<file path="src/design/thermal_io_pkg.sv">
// constants, register map and carrier types of the thermal i/o supervisor
// assumes a 20 MHz clock and temperatures in signed 0.1 degree steps
package thermal_io_pkg;

   // clock and timing
   localparam int unsigned CLK_HZ        = 20_000_000;
   localparam int unsigned FAST_PWM_HZ   = 4_500;
   localparam int unsigned SLOW_PWM_HZ   = 3;
   localparam int unsigned PWM_STEPS     = 256;
   localparam int unsigned SLOW_STEPS    = 16;
   localparam int unsigned RETRY_MS      = 100;
   localparam int unsigned FAST_DIV      = CLK_HZ / (FAST_PWM_HZ * PWM_STEPS);
   localparam int unsigned SLOW_DIV      = CLK_HZ / (SLOW_PWM_HZ * SLOW_STEPS);
   localparam int unsigned RETRY_CYCLES  = (CLK_HZ / 1000) * RETRY_MS;

   // register bus
   localparam int ADDR_W = 4;
   localparam int DATA_W = 16;
   localparam logic [3:0] REG_CTRL      = 4'h0;
   localparam logic [3:0] REG_SETPOINT1 = 4'h1;
   localparam logic [3:0] REG_SETPOINT2 = 4'h2;
   localparam logic [3:0] REG_TOL_BAND  = 4'h3;
   localparam logic [3:0] REG_ALARM_BAND= 4'h4;
   localparam logic [3:0] REG_S2_LIMIT  = 4'h5;
   localparam logic [3:0] REG_S3_LIMIT  = 4'h6;
   localparam logic [3:0] REG_S2_TRIM   = 4'h7;
   localparam logic [3:0] REG_S3_TRIM   = 4'h8;
   localparam logic [3:0] REG_FAN_LIMIT = 4'h9;
   localparam logic [3:0] REG_FAN_HYST  = 4'hA;
   localparam logic [3:0] REG_DZ_BAND   = 4'hB;
   localparam logic [3:0] REG_DUTY      = 4'hC;
   localparam logic [3:0] REG_STATUS    = 4'hD;
   localparam logic [3:0] REG_TEMP2     = 4'hE;
   localparam logic [3:0] REG_TEMP3     = 4'hF;

   // status bit positions
   localparam int ST_E005     = 0;
   localparam int ST_E006     = 1;
   localparam int ST_OC_FLAG  = 2;
   localparam int ST_EXT_ERR  = 3;
   localparam int ST_POWER    = 4;
   localparam int ST_FAN      = 5;
   localparam int ST_STATUS   = 6;
   localparam int ST_POLARITY = 7;
   localparam int ST_OC_HOLD  = 8;

   typedef logic signed [15:0] temp_t;

   // temperature figures, 0.1 degree units
   localparam temp_t SENSOR_OFF   = 16'shFC19;   // -99.9
   localparam temp_t LIMIT_MIN    = 16'shFD12;   // -75.0
   localparam temp_t LIMIT_MAX    = 16'sh06D6;   // 175.0
   localparam temp_t TRIM_MIN     = 16'shFF9D;   // -9.9
   localparam temp_t TRIM_MAX     = 16'sh0063;   // +9.9
   localparam temp_t DUTY_MAX     = 16'sh00FF;
   localparam temp_t TRIM_RST     = 16'sh0000;
   localparam temp_t SETPOINT_RST = 16'sh00FA;
   localparam temp_t TOL_RST      = 16'sh000A;
   localparam temp_t ALARM_RST    = 16'sh0032;
   localparam temp_t FAN_LIM_RST  = 16'sh01F4;
   localparam temp_t FAN_HYST_RST = 16'sh0014;
   localparam temp_t DZ_BAND_RST  = 16'sh0000;

   typedef enum logic [1:0] {SENSOR_PT100, SENSOR_PT1000, SENSOR_USER} sensor_t;
   typedef enum logic [1:0] {AUX_FORCE_OFF, AUX_FORCE_ON, AUX_DUAL_SET} aux_mode_t;

   typedef struct packed {
      logic      deadZoneEn;
      logic      slowPwm;
      logic      heaterMode;
      aux_mode_t auxMode;
      logic      statusAlarm;
      sensor_t   sensorType;
   } ctrl_t;

   localparam ctrl_t CTRL_RST = '{deadZoneEn: 1'b0, slowPwm: 1'b0, heaterMode: 1'b0,
                                  auxMode: AUX_FORCE_OFF, statusAlarm: 1'b0,
                                  sensorType: SENSOR_PT1000};

   typedef struct packed {
      temp_t temp1;
      temp_t temp2;
      temp_t temp3;
   } sense_t;

   typedef struct packed {
      logic [ADDR_W-1:0] addr;
      logic [DATA_W-1:0] wrData;
      logic              wr;
      logic              rd;
   } bus_req_t;

endpackage

</file>
<file path="src/design/power_pwm.sv">
// power pwm generator: fast 256-step pwm or slow 16-step pwm
// assumes duty is a magnitude 0..255; slow mode uses its upper nibble
`timescale 1ns/1ps
module power_pwm #(
   parameter int unsigned FAST_DIV = thermal_io_pkg::FAST_DIV,
   parameter int unsigned SLOW_DIV = thermal_io_pkg::SLOW_DIV
) (
   input  wire logic       mclk,
   input  wire logic       rst,
   input  wire logic       slow,
   input  wire logic [7:0] duty,
   output logic            pwm
);
   localparam int PW = $clog2(SLOW_DIV + 1);

   typedef struct packed {
      logic [PW-1:0] pre;
      logic [7:0]    step;
      logic          slowSeen;
      logic          pwm;
   } pwm_state_t;

   pwm_state_t st_reg;
   pwm_state_t st_next;

   always_comb begin
      logic [PW-1:0] div;
      div = slow ? PW'(SLOW_DIV - 1) : PW'(FAST_DIV - 1);
      st_next = st_reg;
      st_next.slowSeen = slow;
      if (slow != st_reg.slowSeen) begin
         // restart the frame when the rate changes
         st_next.pre  = '0;
         st_next.step = '0;
      end else if (st_reg.pre >= div) begin
         st_next.pre  = '0;
         st_next.step = slow ? {4'h0, st_reg.step[3:0] + 4'h1} : st_reg.step + 8'h01;
      end else begin
         st_next.pre = st_reg.pre + PW'(1);
      end
      st_next.pwm = slow ? (st_reg.step[3:0] < duty[7:4]) : (st_reg.step < duty);
   end

   always_ff @(posedge mclk or posedge rst) begin
      if (rst) begin
         st_reg <= '0;
      end else begin
         st_reg <= st_next;
      end
   end

   assign pwm = st_reg.pwm;
endmodule

</file>
<file path="src/design/thermal_io_supervisor.sv">
// supervisory and output control of a temperature controller
// assumes readings already digitised and linearised, synchronous to mclk
//
// Added by the designer: the register offsets and the address-and-strobe port.
`timescale 1ns/1ps

// Operation
// - main sensor type selectable pt100, pt1000 or user; pt1000 after reset.
// - trimmed sensor 2 above its limit disables power and raises sensor 2 error.
// - sensor 2 limit in 0.1 degree, -75.0..175.0; -99.9 disables sensor 2.
// - trimmed sensor 3 above its limit disables power and raises sensor 3 error.
// - sensor 3 limit in 0.1 degree, -75.0..175.0; -99.9 disables sensor 3.
// - signed trims -9.9..+9.9, default 0.0, added to sensor 2 and 3.
// - trimmed sensor 2 drives the dead zone that suppresses power.
// - trimmed sensor 3 drives the fan decision.
// - ok semantics: status on while main temperature within tolerance of setpoint.
// - ok semantics: status also on inside dead zone with power off.
// - ok semantics: any pending error forces status off.
// - alarm semantics: status on while main temperature outside alarm band.
// - alarm semantics: any pending error forces status on.
// - force-off aux mode: active input holds power off.
// - force-on aux mode: power allowed only while input active.
// - dual aux mode: active input selects setpoint 2, else setpoint 1.
// - thermoelectric mode: about 4.5 kHz pwm, polarity follows heat or cool.
// - overcurrent shuts power off, then retries automatically.
// - heater mode: power fully off while temperature above setpoint.
// - heater mode with slow pwm: about 3 Hz, 16 steps; else fast pwm.
// - fan follows sensor 3 with limit and hysteresis, only if sensor 3 enabled.
// - sensor 3 error keeps fan on while power stays disabled.
// - pwm, polarity, power, fan and status outputs inactive during initialisation; power and pwm also inactive on detected errors.
module thermal_io_supervisor #(
   parameter int unsigned FAST_DIV     = thermal_io_pkg::FAST_DIV,
   parameter int unsigned SLOW_DIV     = thermal_io_pkg::SLOW_DIV,
   parameter int unsigned RETRY_CYCLES = thermal_io_pkg::RETRY_CYCLES
) (
   input  wire logic                            mclk,
   input  wire logic                            rst,
   input  wire thermal_io_pkg::bus_req_t        busReq,
   output logic [thermal_io_pkg::DATA_W-1:0]    rdData,
   input  wire thermal_io_pkg::sense_t          sense,
   input  wire logic                            auxIn,
   input  wire logic                            overCurrent,
   input  wire logic                            initBusy,
   input  wire logic                            extError,
   output logic                                 pwmOut,
   output logic                                 pwmPolarity,
   output logic                                 powerEnable,
   output logic                                 fanOn,
   output logic                                 statusOut,
   output thermal_io_pkg::sensor_t              sensorSel
);
   localparam int RW = $clog2(RETRY_CYCLES + 1);

   typedef struct packed {
      thermal_io_pkg::ctrl_t             ctrl;
      thermal_io_pkg::temp_t             setpoint1;
      thermal_io_pkg::temp_t             setpoint2;
      thermal_io_pkg::temp_t             tolBand;
      thermal_io_pkg::temp_t             alarmBand;
      thermal_io_pkg::temp_t             sensor2_trip_limit;
      thermal_io_pkg::temp_t             sensor3_trip_limit;
      thermal_io_pkg::temp_t             sensor2_trim;
      thermal_io_pkg::temp_t             sensor3_trim;
      thermal_io_pkg::temp_t             fanLimit;
      thermal_io_pkg::temp_t             fanHyst;
      thermal_io_pkg::temp_t             dzBand;
      thermal_io_pkg::temp_t             duty;
      logic                              err2;
      logic                              err3;
      logic                              ocFlag;
      logic                              ocHold;
      logic [RW-1:0]                     retryCnt;
      logic                              fanState;
      logic                              fanOn;
      logic                              powerOn;
      logic                              pwmOut;
      logic                              polarity;
      logic                              statusOut;
      logic [thermal_io_pkg::DATA_W-1:0] rdData;
   } state_t;

   state_t st_reg;
   state_t st_next;
   logic   pwmRaw;
   logic   [7:0] dutyMag;

   // |a - b| <= band, exact integer compare
   function automatic logic withinBand(input thermal_io_pkg::temp_t a,
                                       input thermal_io_pkg::temp_t b,
                                       input thermal_io_pkg::temp_t band);
      logic signed [16:0] d;
      d = 17'(a) - 17'(b);
      if (d < 0) begin
         d = -d;
      end
      return d <= 17'(band);
   endfunction

   // limit accepted only as the disable code or inside the span
   function automatic logic limitOk(input thermal_io_pkg::temp_t v);
      return (v == thermal_io_pkg::SENSOR_OFF) ||
             ((v >= thermal_io_pkg::LIMIT_MIN) && (v <= thermal_io_pkg::LIMIT_MAX));
   endfunction

   function automatic thermal_io_pkg::temp_t clampTrim(input thermal_io_pkg::temp_t v);
      if (v < thermal_io_pkg::TRIM_MIN) begin
         return thermal_io_pkg::TRIM_MIN;
      end
      if (v > thermal_io_pkg::TRIM_MAX) begin
         return thermal_io_pkg::TRIM_MAX;
      end
      return v;
   endfunction

   power_pwm #(
      .FAST_DIV (FAST_DIV),
      .SLOW_DIV (SLOW_DIV)
   ) u_pwm (
      .mclk (mclk),
      .rst  (rst),
      .slow (st_reg.ctrl.heaterMode && st_reg.ctrl.slowPwm),
      .duty (dutyMag),
      .pwm  (pwmRaw)
   );

   always_comb begin
      thermal_io_pkg::temp_t t2, t3, sp;
      logic s2En, s3En, over2, over3, inDz, anyErr, auxOk, heatOff, allow;
      logic [thermal_io_pkg::DATA_W-1:0] stat, w;
      logic signed [16:0] mag;
      t2 = thermal_io_pkg::temp_t'(sense.temp2 + st_reg.sensor2_trim);
      t3 = thermal_io_pkg::temp_t'(sense.temp3 + st_reg.sensor3_trim);
      s2En = st_reg.sensor2_trip_limit != thermal_io_pkg::SENSOR_OFF;
      s3En = st_reg.sensor3_trip_limit != thermal_io_pkg::SENSOR_OFF;
      over2 = s2En && (t2 > st_reg.sensor2_trip_limit);
      over3 = s3En && (t3 > st_reg.sensor3_trip_limit);
      sp = (st_reg.ctrl.auxMode == thermal_io_pkg::AUX_DUAL_SET && auxIn) ?
           st_reg.setpoint2 : st_reg.setpoint1;
      inDz = st_reg.ctrl.deadZoneEn && s2En &&
             withinBand(t2, sp, st_reg.dzBand);
      anyErr = st_reg.err2 || st_reg.err3 || st_reg.ocHold || extError;
      unique case (st_reg.ctrl.auxMode)
         thermal_io_pkg::AUX_FORCE_OFF: auxOk = !auxIn;
         thermal_io_pkg::AUX_FORCE_ON:  auxOk = auxIn;
         default:                       auxOk = 1'b1;
      endcase
      heatOff = st_reg.ctrl.heaterMode &&
                ((sense.temp1 > sp) || (st_reg.duty <= 0));
      allow = !initBusy && !anyErr && auxOk && !inDz && !heatOff;

      mag = 17'(st_reg.duty);
      if (mag < 0) begin
         mag = -mag;
      end
      if (mag > 17'(thermal_io_pkg::DUTY_MAX)) begin
         mag = 17'(thermal_io_pkg::DUTY_MAX);
      end

      st_next = st_reg;
      dutyMag = allow ? mag[7:0] : 8'h00;

      // sticky trips, set wins over a software clear
      w = busReq.wrData;
      if (busReq.wr && busReq.addr == thermal_io_pkg::REG_STATUS) begin
         if (w[thermal_io_pkg::ST_E005]) st_next.err2 = 1'b0;
         if (w[thermal_io_pkg::ST_E006]) st_next.err3 = 1'b0;
         if (w[thermal_io_pkg::ST_OC_FLAG]) st_next.ocFlag = 1'b0;
      end
      if (over2) st_next.err2 = 1'b1;
      if (over3) st_next.err3 = 1'b1;

      // overcurrent shut off and timed retry
      if (overCurrent) begin
         st_next.ocHold   = 1'b1;
         st_next.ocFlag   = 1'b1;
         st_next.retryCnt = RW'(RETRY_CYCLES - 1);
      end else if (st_reg.ocHold) begin
         if (st_reg.retryCnt == '0) begin
            st_next.ocHold = 1'b0;
         end else begin
            st_next.retryCnt = st_reg.retryCnt - RW'(1);
         end
      end

      // fan with hysteresis
      if (!s3En) begin
         st_next.fanState = 1'b0;
      end else if (t3 >= st_reg.fanLimit) begin
         st_next.fanState = 1'b1;
      end else if (17'(t3) < 17'(st_reg.fanLimit) - 17'(st_reg.fanHyst)) begin
         st_next.fanState = 1'b0;
      end
      if (initBusy) begin
         st_next.fanOn = 1'b0;
      end else if (st_reg.err3) begin
         st_next.fanOn = 1'b1;
      end else begin
         st_next.fanOn = st_reg.fanState && !anyErr;
      end

      // power stage
      st_next.powerOn  = allow;
      st_next.pwmOut   = pwmRaw && allow;
      st_next.polarity = allow && !st_reg.ctrl.heaterMode &&
                         (st_reg.duty < 0);

      // process status output
      if (initBusy) begin
         st_next.statusOut = 1'b0;
      end else if (st_reg.ctrl.statusAlarm) begin
         st_next.statusOut = anyErr ||
                             !withinBand(sense.temp1, sp, st_reg.alarmBand);
      end else begin
         st_next.statusOut = !anyErr &&
                             (withinBand(sense.temp1, sp, st_reg.tolBand) ||
                              (inDz && !st_reg.powerOn));
      end

      // register writes
      if (busReq.wr) begin
         unique case (busReq.addr)
            thermal_io_pkg::REG_CTRL:       st_next.ctrl = thermal_io_pkg::ctrl_t'(w[7:0]);
            thermal_io_pkg::REG_SETPOINT1:  st_next.setpoint1 = w;
            thermal_io_pkg::REG_SETPOINT2:  st_next.setpoint2 = w;
            thermal_io_pkg::REG_TOL_BAND:   st_next.tolBand = w;
            thermal_io_pkg::REG_ALARM_BAND: st_next.alarmBand = w;
            thermal_io_pkg::REG_S2_LIMIT: begin
               if (limitOk(w)) st_next.sensor2_trip_limit = w;
            end
            thermal_io_pkg::REG_S3_LIMIT: begin
               if (limitOk(w)) st_next.sensor3_trip_limit = w;
            end
            thermal_io_pkg::REG_S2_TRIM:    st_next.sensor2_trim = clampTrim(w);
            thermal_io_pkg::REG_S3_TRIM:    st_next.sensor3_trim = clampTrim(w);
            thermal_io_pkg::REG_FAN_LIMIT:  st_next.fanLimit = w;
            thermal_io_pkg::REG_FAN_HYST:   st_next.fanHyst = w;
            thermal_io_pkg::REG_DZ_BAND:    st_next.dzBand = w;
            thermal_io_pkg::REG_DUTY:       st_next.duty = w;
            default: ;
         endcase
      end

      // register reads, data in the following cycle
      stat = '0;
      stat[thermal_io_pkg::ST_E005]     = st_reg.err2;
      stat[thermal_io_pkg::ST_E006]     = st_reg.err3;
      stat[thermal_io_pkg::ST_OC_FLAG]  = st_reg.ocFlag;
      stat[thermal_io_pkg::ST_EXT_ERR]  = extError;
      stat[thermal_io_pkg::ST_POWER]    = st_reg.powerOn;
      stat[thermal_io_pkg::ST_FAN]      = st_reg.fanOn;
      stat[thermal_io_pkg::ST_STATUS]   = st_reg.statusOut;
      stat[thermal_io_pkg::ST_POLARITY] = st_reg.polarity;
      stat[thermal_io_pkg::ST_OC_HOLD]  = st_reg.ocHold;
      st_next.rdData = '0;
      if (busReq.rd) begin
         unique case (busReq.addr)
            thermal_io_pkg::REG_CTRL:       st_next.rdData = {8'h00, st_reg.ctrl};
            thermal_io_pkg::REG_SETPOINT1:  st_next.rdData = st_reg.setpoint1;
            thermal_io_pkg::REG_SETPOINT2:  st_next.rdData = st_reg.setpoint2;
            thermal_io_pkg::REG_TOL_BAND:   st_next.rdData = st_reg.tolBand;
            thermal_io_pkg::REG_ALARM_BAND: st_next.rdData = st_reg.alarmBand;
            thermal_io_pkg::REG_S2_LIMIT:   st_next.rdData = st_reg.sensor2_trip_limit;
            thermal_io_pkg::REG_S3_LIMIT:   st_next.rdData = st_reg.sensor3_trip_limit;
            thermal_io_pkg::REG_S2_TRIM:    st_next.rdData = st_reg.sensor2_trim;
            thermal_io_pkg::REG_S3_TRIM:    st_next.rdData = st_reg.sensor3_trim;
            thermal_io_pkg::REG_FAN_LIMIT:  st_next.rdData = st_reg.fanLimit;
            thermal_io_pkg::REG_FAN_HYST:   st_next.rdData = st_reg.fanHyst;
            thermal_io_pkg::REG_DZ_BAND:    st_next.rdData = st_reg.dzBand;
            thermal_io_pkg::REG_DUTY:       st_next.rdData = st_reg.duty;
            thermal_io_pkg::REG_STATUS:     st_next.rdData = stat;
            thermal_io_pkg::REG_TEMP2:      st_next.rdData = t2;
            thermal_io_pkg::REG_TEMP3:      st_next.rdData = t3;
         endcase
      end
   end

   always_ff @(posedge mclk or posedge rst) begin
      if (rst) begin
         st_reg                    <= '0;
         st_reg.ctrl               <= thermal_io_pkg::CTRL_RST;
         st_reg.setpoint1          <= thermal_io_pkg::SETPOINT_RST;
         st_reg.setpoint2          <= thermal_io_pkg::SETPOINT_RST;
         st_reg.tolBand            <= thermal_io_pkg::TOL_RST;
         st_reg.alarmBand          <= thermal_io_pkg::ALARM_RST;
         st_reg.sensor2_trip_limit <= thermal_io_pkg::SENSOR_OFF;
         st_reg.sensor3_trip_limit <= thermal_io_pkg::SENSOR_OFF;
         st_reg.sensor2_trim       <= thermal_io_pkg::TRIM_RST;
         st_reg.sensor3_trim       <= thermal_io_pkg::TRIM_RST;
         st_reg.fanLimit           <= thermal_io_pkg::FAN_LIM_RST;
         st_reg.fanHyst            <= thermal_io_pkg::FAN_HYST_RST;
         st_reg.dzBand             <= thermal_io_pkg::DZ_BAND_RST;
      end else begin
         st_reg <= st_next;
      end
   end

   assign rdData      = st_reg.rdData;
   assign pwmOut      = st_reg.pwmOut;
   assign pwmPolarity = st_reg.polarity;
   assign powerEnable = st_reg.powerOn;
   assign fanOn       = st_reg.fanOn;
   assign statusOut   = st_reg.statusOut;
   assign sensorSel   = st_reg.ctrl.sensorType;
endmodule

</file>
<file path="config.mk">
export PLATFORM = sky130hd
export DESIGN_NAME = thermal_io_supervisor
export DESIGN_NICKNAME = d
export VERILOG_FILES = /design/src/design/thermal_io_pkg.sv /design/src/design/power_pwm.sv /design/src/design/thermal_io_supervisor.sv
export SDC_FILE = /design/constraint.sdc
export NUM_CORES = 1
export LEC_CHECK = 0
export BUFFER_PORTS_ARGS = -buffer_cell sky130_fd_sc_hd__buf_2
export CORE_MARGIN = 4
export CORE_UTILIZATION = 35
export DETAILED_ROUTE_END_ITERATION = 10
export PLACE_DENSITY = 0.55
export SLEW_MARGIN = 20
export SYNTH_ARGS = -nofsm -noshare
export SYNTH_HDL_FRONTEND = slang
export SYNTH_SLANG_ARGS = --single-unit
</file>
<file path="constraint.sdc">
create_clock -name mclk -period 16.9 [get_ports mclk]
set_clock_uncertainty 0.1 [all_clocks]
set_input_delay 0.845 -clock mclk [delete_from_list [all_inputs] [get_ports mclk]]
set_output_delay 0.845 -clock mclk [all_outputs]
set_load 0.01 [all_outputs]
</file>
==> out/qor.csv <==
metric,value,unit
Worst EP required,17.27,ns
status,"finished, final reports clean",
Area contributors post-synth,"dfrtp_1 (28%), ha_1 (13%), mux2_2 (8.8%)",
post-DP HPWL,58700,um
grt ovf,0,
CORE AREA,59000,sq um
clock root buffer,clkbuf_16,
Max Clock Freq,109,MHz
number of global-route vias before repair,17400,
total negative slack,0,ns
syn nets,2504,
fin crit share,54.3,%
largest family of logic cells by synthesized area,compound AO/OA/AOI/OAI gates,
Vias/cell,5.90,
"Clk Latency, worst-skew pair",0.56,ns
final net count,2568,
RSZ-0062 raised after global routing,no,
"Design Area, Final",23300,sq um
IO Count,99,
most frequent cells in the layout,"dfrtp_1 (232), ha_1 (220), mux2_2 (162), inv_1 (152), nor2_1 (146)",
Setup WS pre-CTS,7.44,ns
critical path type,reg2reg,
largest net degree at the start of global routing,79,
Final setup violation count,0,
Post-Synth Simple-Gate Area,14.4,%
Slew Limit Fails,0,
Fill cells,5894,
"Top FF cell, synth",dfrtp_1,
Post-CTS Setup Repair Bufs,0,
number of flip-flops in the largest register,224,
First-pass DRT Iterations,10,
Min Hold Slack,0.232,ns
Final Wtd Congestion,1.02,
CTS Buffer Depth,3,
synthesis-to-layout area growth,11.7,%
CTS sink cnt,276,
total routed wirelength,76100,um
final hold vios,0,
Hold WC Path Type,in2async,
total CTS buffers,35,
WL per Instance,24.8,um
placed inst area,22100,sq um
fin crit period,9.18,ns
"most common cell after layout, fill and taps aside",dfrtp_1,
via count,18100,
Slew HR,18.9,%
first-pass GRT wire length,112000,um
critical path arrival,9.55,ns
worst IR drop on VDD,0.0789,mV
post-synthesis adder-cell area fraction,13.7,%
"EDFF count, synth",0,
Finished Core Util,39.5,%
"antenna viol nets, final",0,
global-route usage over all layers,23.3,%
"area leader, netlist",dfrtp_1,
Crit path top cell by count,ha_1,
Post-Syn Area,20800,sq um
layout cells sized above 1,18.8,%
Yosys top cell area share,27.8,%
mux cell area share after synthesis,9.76,%
synthesized area per cell,9.46,sq um
Resized cells post-CTS,0,
Crit Path Max Fanout,10,
critical path's slowest cell,a311oi_1,
Synth Area in XOR/XNOR,5.28,%
CP Launch Type,register,
Cells after Synth,2203,
Starting Density,35.3,%
CTS Hold Bufs,0,
final setup margin,7.72,ns
die width,252,um
YS warnings,0,
Pleak,0.0105,uW
Post-synth ARST share,100,%
Worst Max-Slew Pin Slew,1.21,ns
DRT iter0 DRCs,1781,
CTS tree,built,
die area,63500,sq um
sequential cell area,6960,sq um
IO buf count,98,
Die Y,252,um
row count,89,
# DRC,0,
initial antenna violation count,6,
pwr/cell area,158,nW/um^2
Clock Pin Slew Worst Setup and Hold Paths,0.06,ns
sequential area share after synthesis,33.4,%
Max stage delay on crit path,1.04,ns
multi-input logic area,12900,sq um
Worst Setup End Kind,register,
"FF+latch count, synth",276,
post-synthesis compound-gate area fraction,18.6,%
H-tree depth,2,
Netlist cell types,85,
Max-Cap Viols,0,
cells by family (layout without fill, tap and decap cells):
logic type,count (synthesis),after routing
AOI/OAI and AO/OA,560,560
xor gates and xnor gates,124,124
adders and majority gates,225,225
buffers and inverters,248,338
DFF,276,276
muxes,183,183
other,0,5
and+or+nand+nor,587,587
layer usage:
metal	up-vias	wire, um	GRT usage, %
li1	8263	-	-
met1	8932	32600	31.1
met2	720	33000	35.8
met3	198	6230	5.48
met4	0	4140	10.8
met5	-	0	0
worst max-delay path, delay by kind of cell (launching register included):
family | cells | cell delay [ns]
AND/OR/NAND/NOR | 9 | 1.83
XOR/XNOR | 2 | 0.47
flip-flops | 1 | 0.55
adder cells (fa/ha/maj) | 4 | 1.39
AO/OA/AOI/OAI | 14 | 4.74
power by group:
group	switching [uW]	internal [uW]	total [uW]
logic	1120	832	1950
registers	179	784	963
clock network	315	460	774
Yosys cell counts (all sizes together), types with 6 or more instances:
library cell	n
dfrtp	232
ha	220
mux2	162
inv	153
nor2	146
nand2	121
a21oi	113
o21ai	100
xnor2	76
clkbuf	71
a21o	55
nand3	49
xor2	47
dfstp	44
nor3	44
a221oi	42
a22oi	40
nand2b	37
nand4	37
nor2b	33
and3	29
a22o	25
buf	23
a31oi	21
mux2i	21
o211ai	20
nor4	19
a211oi	18
o21a	15
or3	12
o21bai	11
and2	10
nand3b	10
o31ai	10
or2	10
a2111oi	8
a41oi	8
a211o	7
a31o	7
o2111ai	7
nor3b	6
o22ai	6
or4	6
path summary, 6_finish.rpt:
check | start | end | slack [ns] | depth (start not counted)
worst min-delay path | rst | u_pwm.st_reg[23] | 0.23 | 2
max in group asynchronous | rst | st_reg[104] | 14.45 | 4
worst min register to register | st_reg[190] | st_reg[190] | 0.39 | 2
min in group mclk | st_reg[190] | st_reg[190] | 0.39 | 2
worst max register to register | st_reg[128] | u_pwm.pwm | 7.72 | 29
worst max-delay path | st_reg[128] | u_pwm.pwm | 7.72 | 29
metrics by stage:
stage / power (uW) / std cells
CTS: 3690 / 3066
global route: 3980 / 3069
detailed placement: 2890 / 3003
finish: 3690 / 3071
floorplan: 2330 / 2203
global placement: 2830 / 3003
area by class of cell:
cell class                 count  area share, %
clock inverter                11          0.575
tap                          773           4.15
timing repair buffer         121           2.86
antenna                        5         0.0537
inverter                     154           2.51
clock buffer                  52           4.47
sequential                   276           29.9
multi-input combinational   1679           55.5
(Power assumes the default switching activity.)
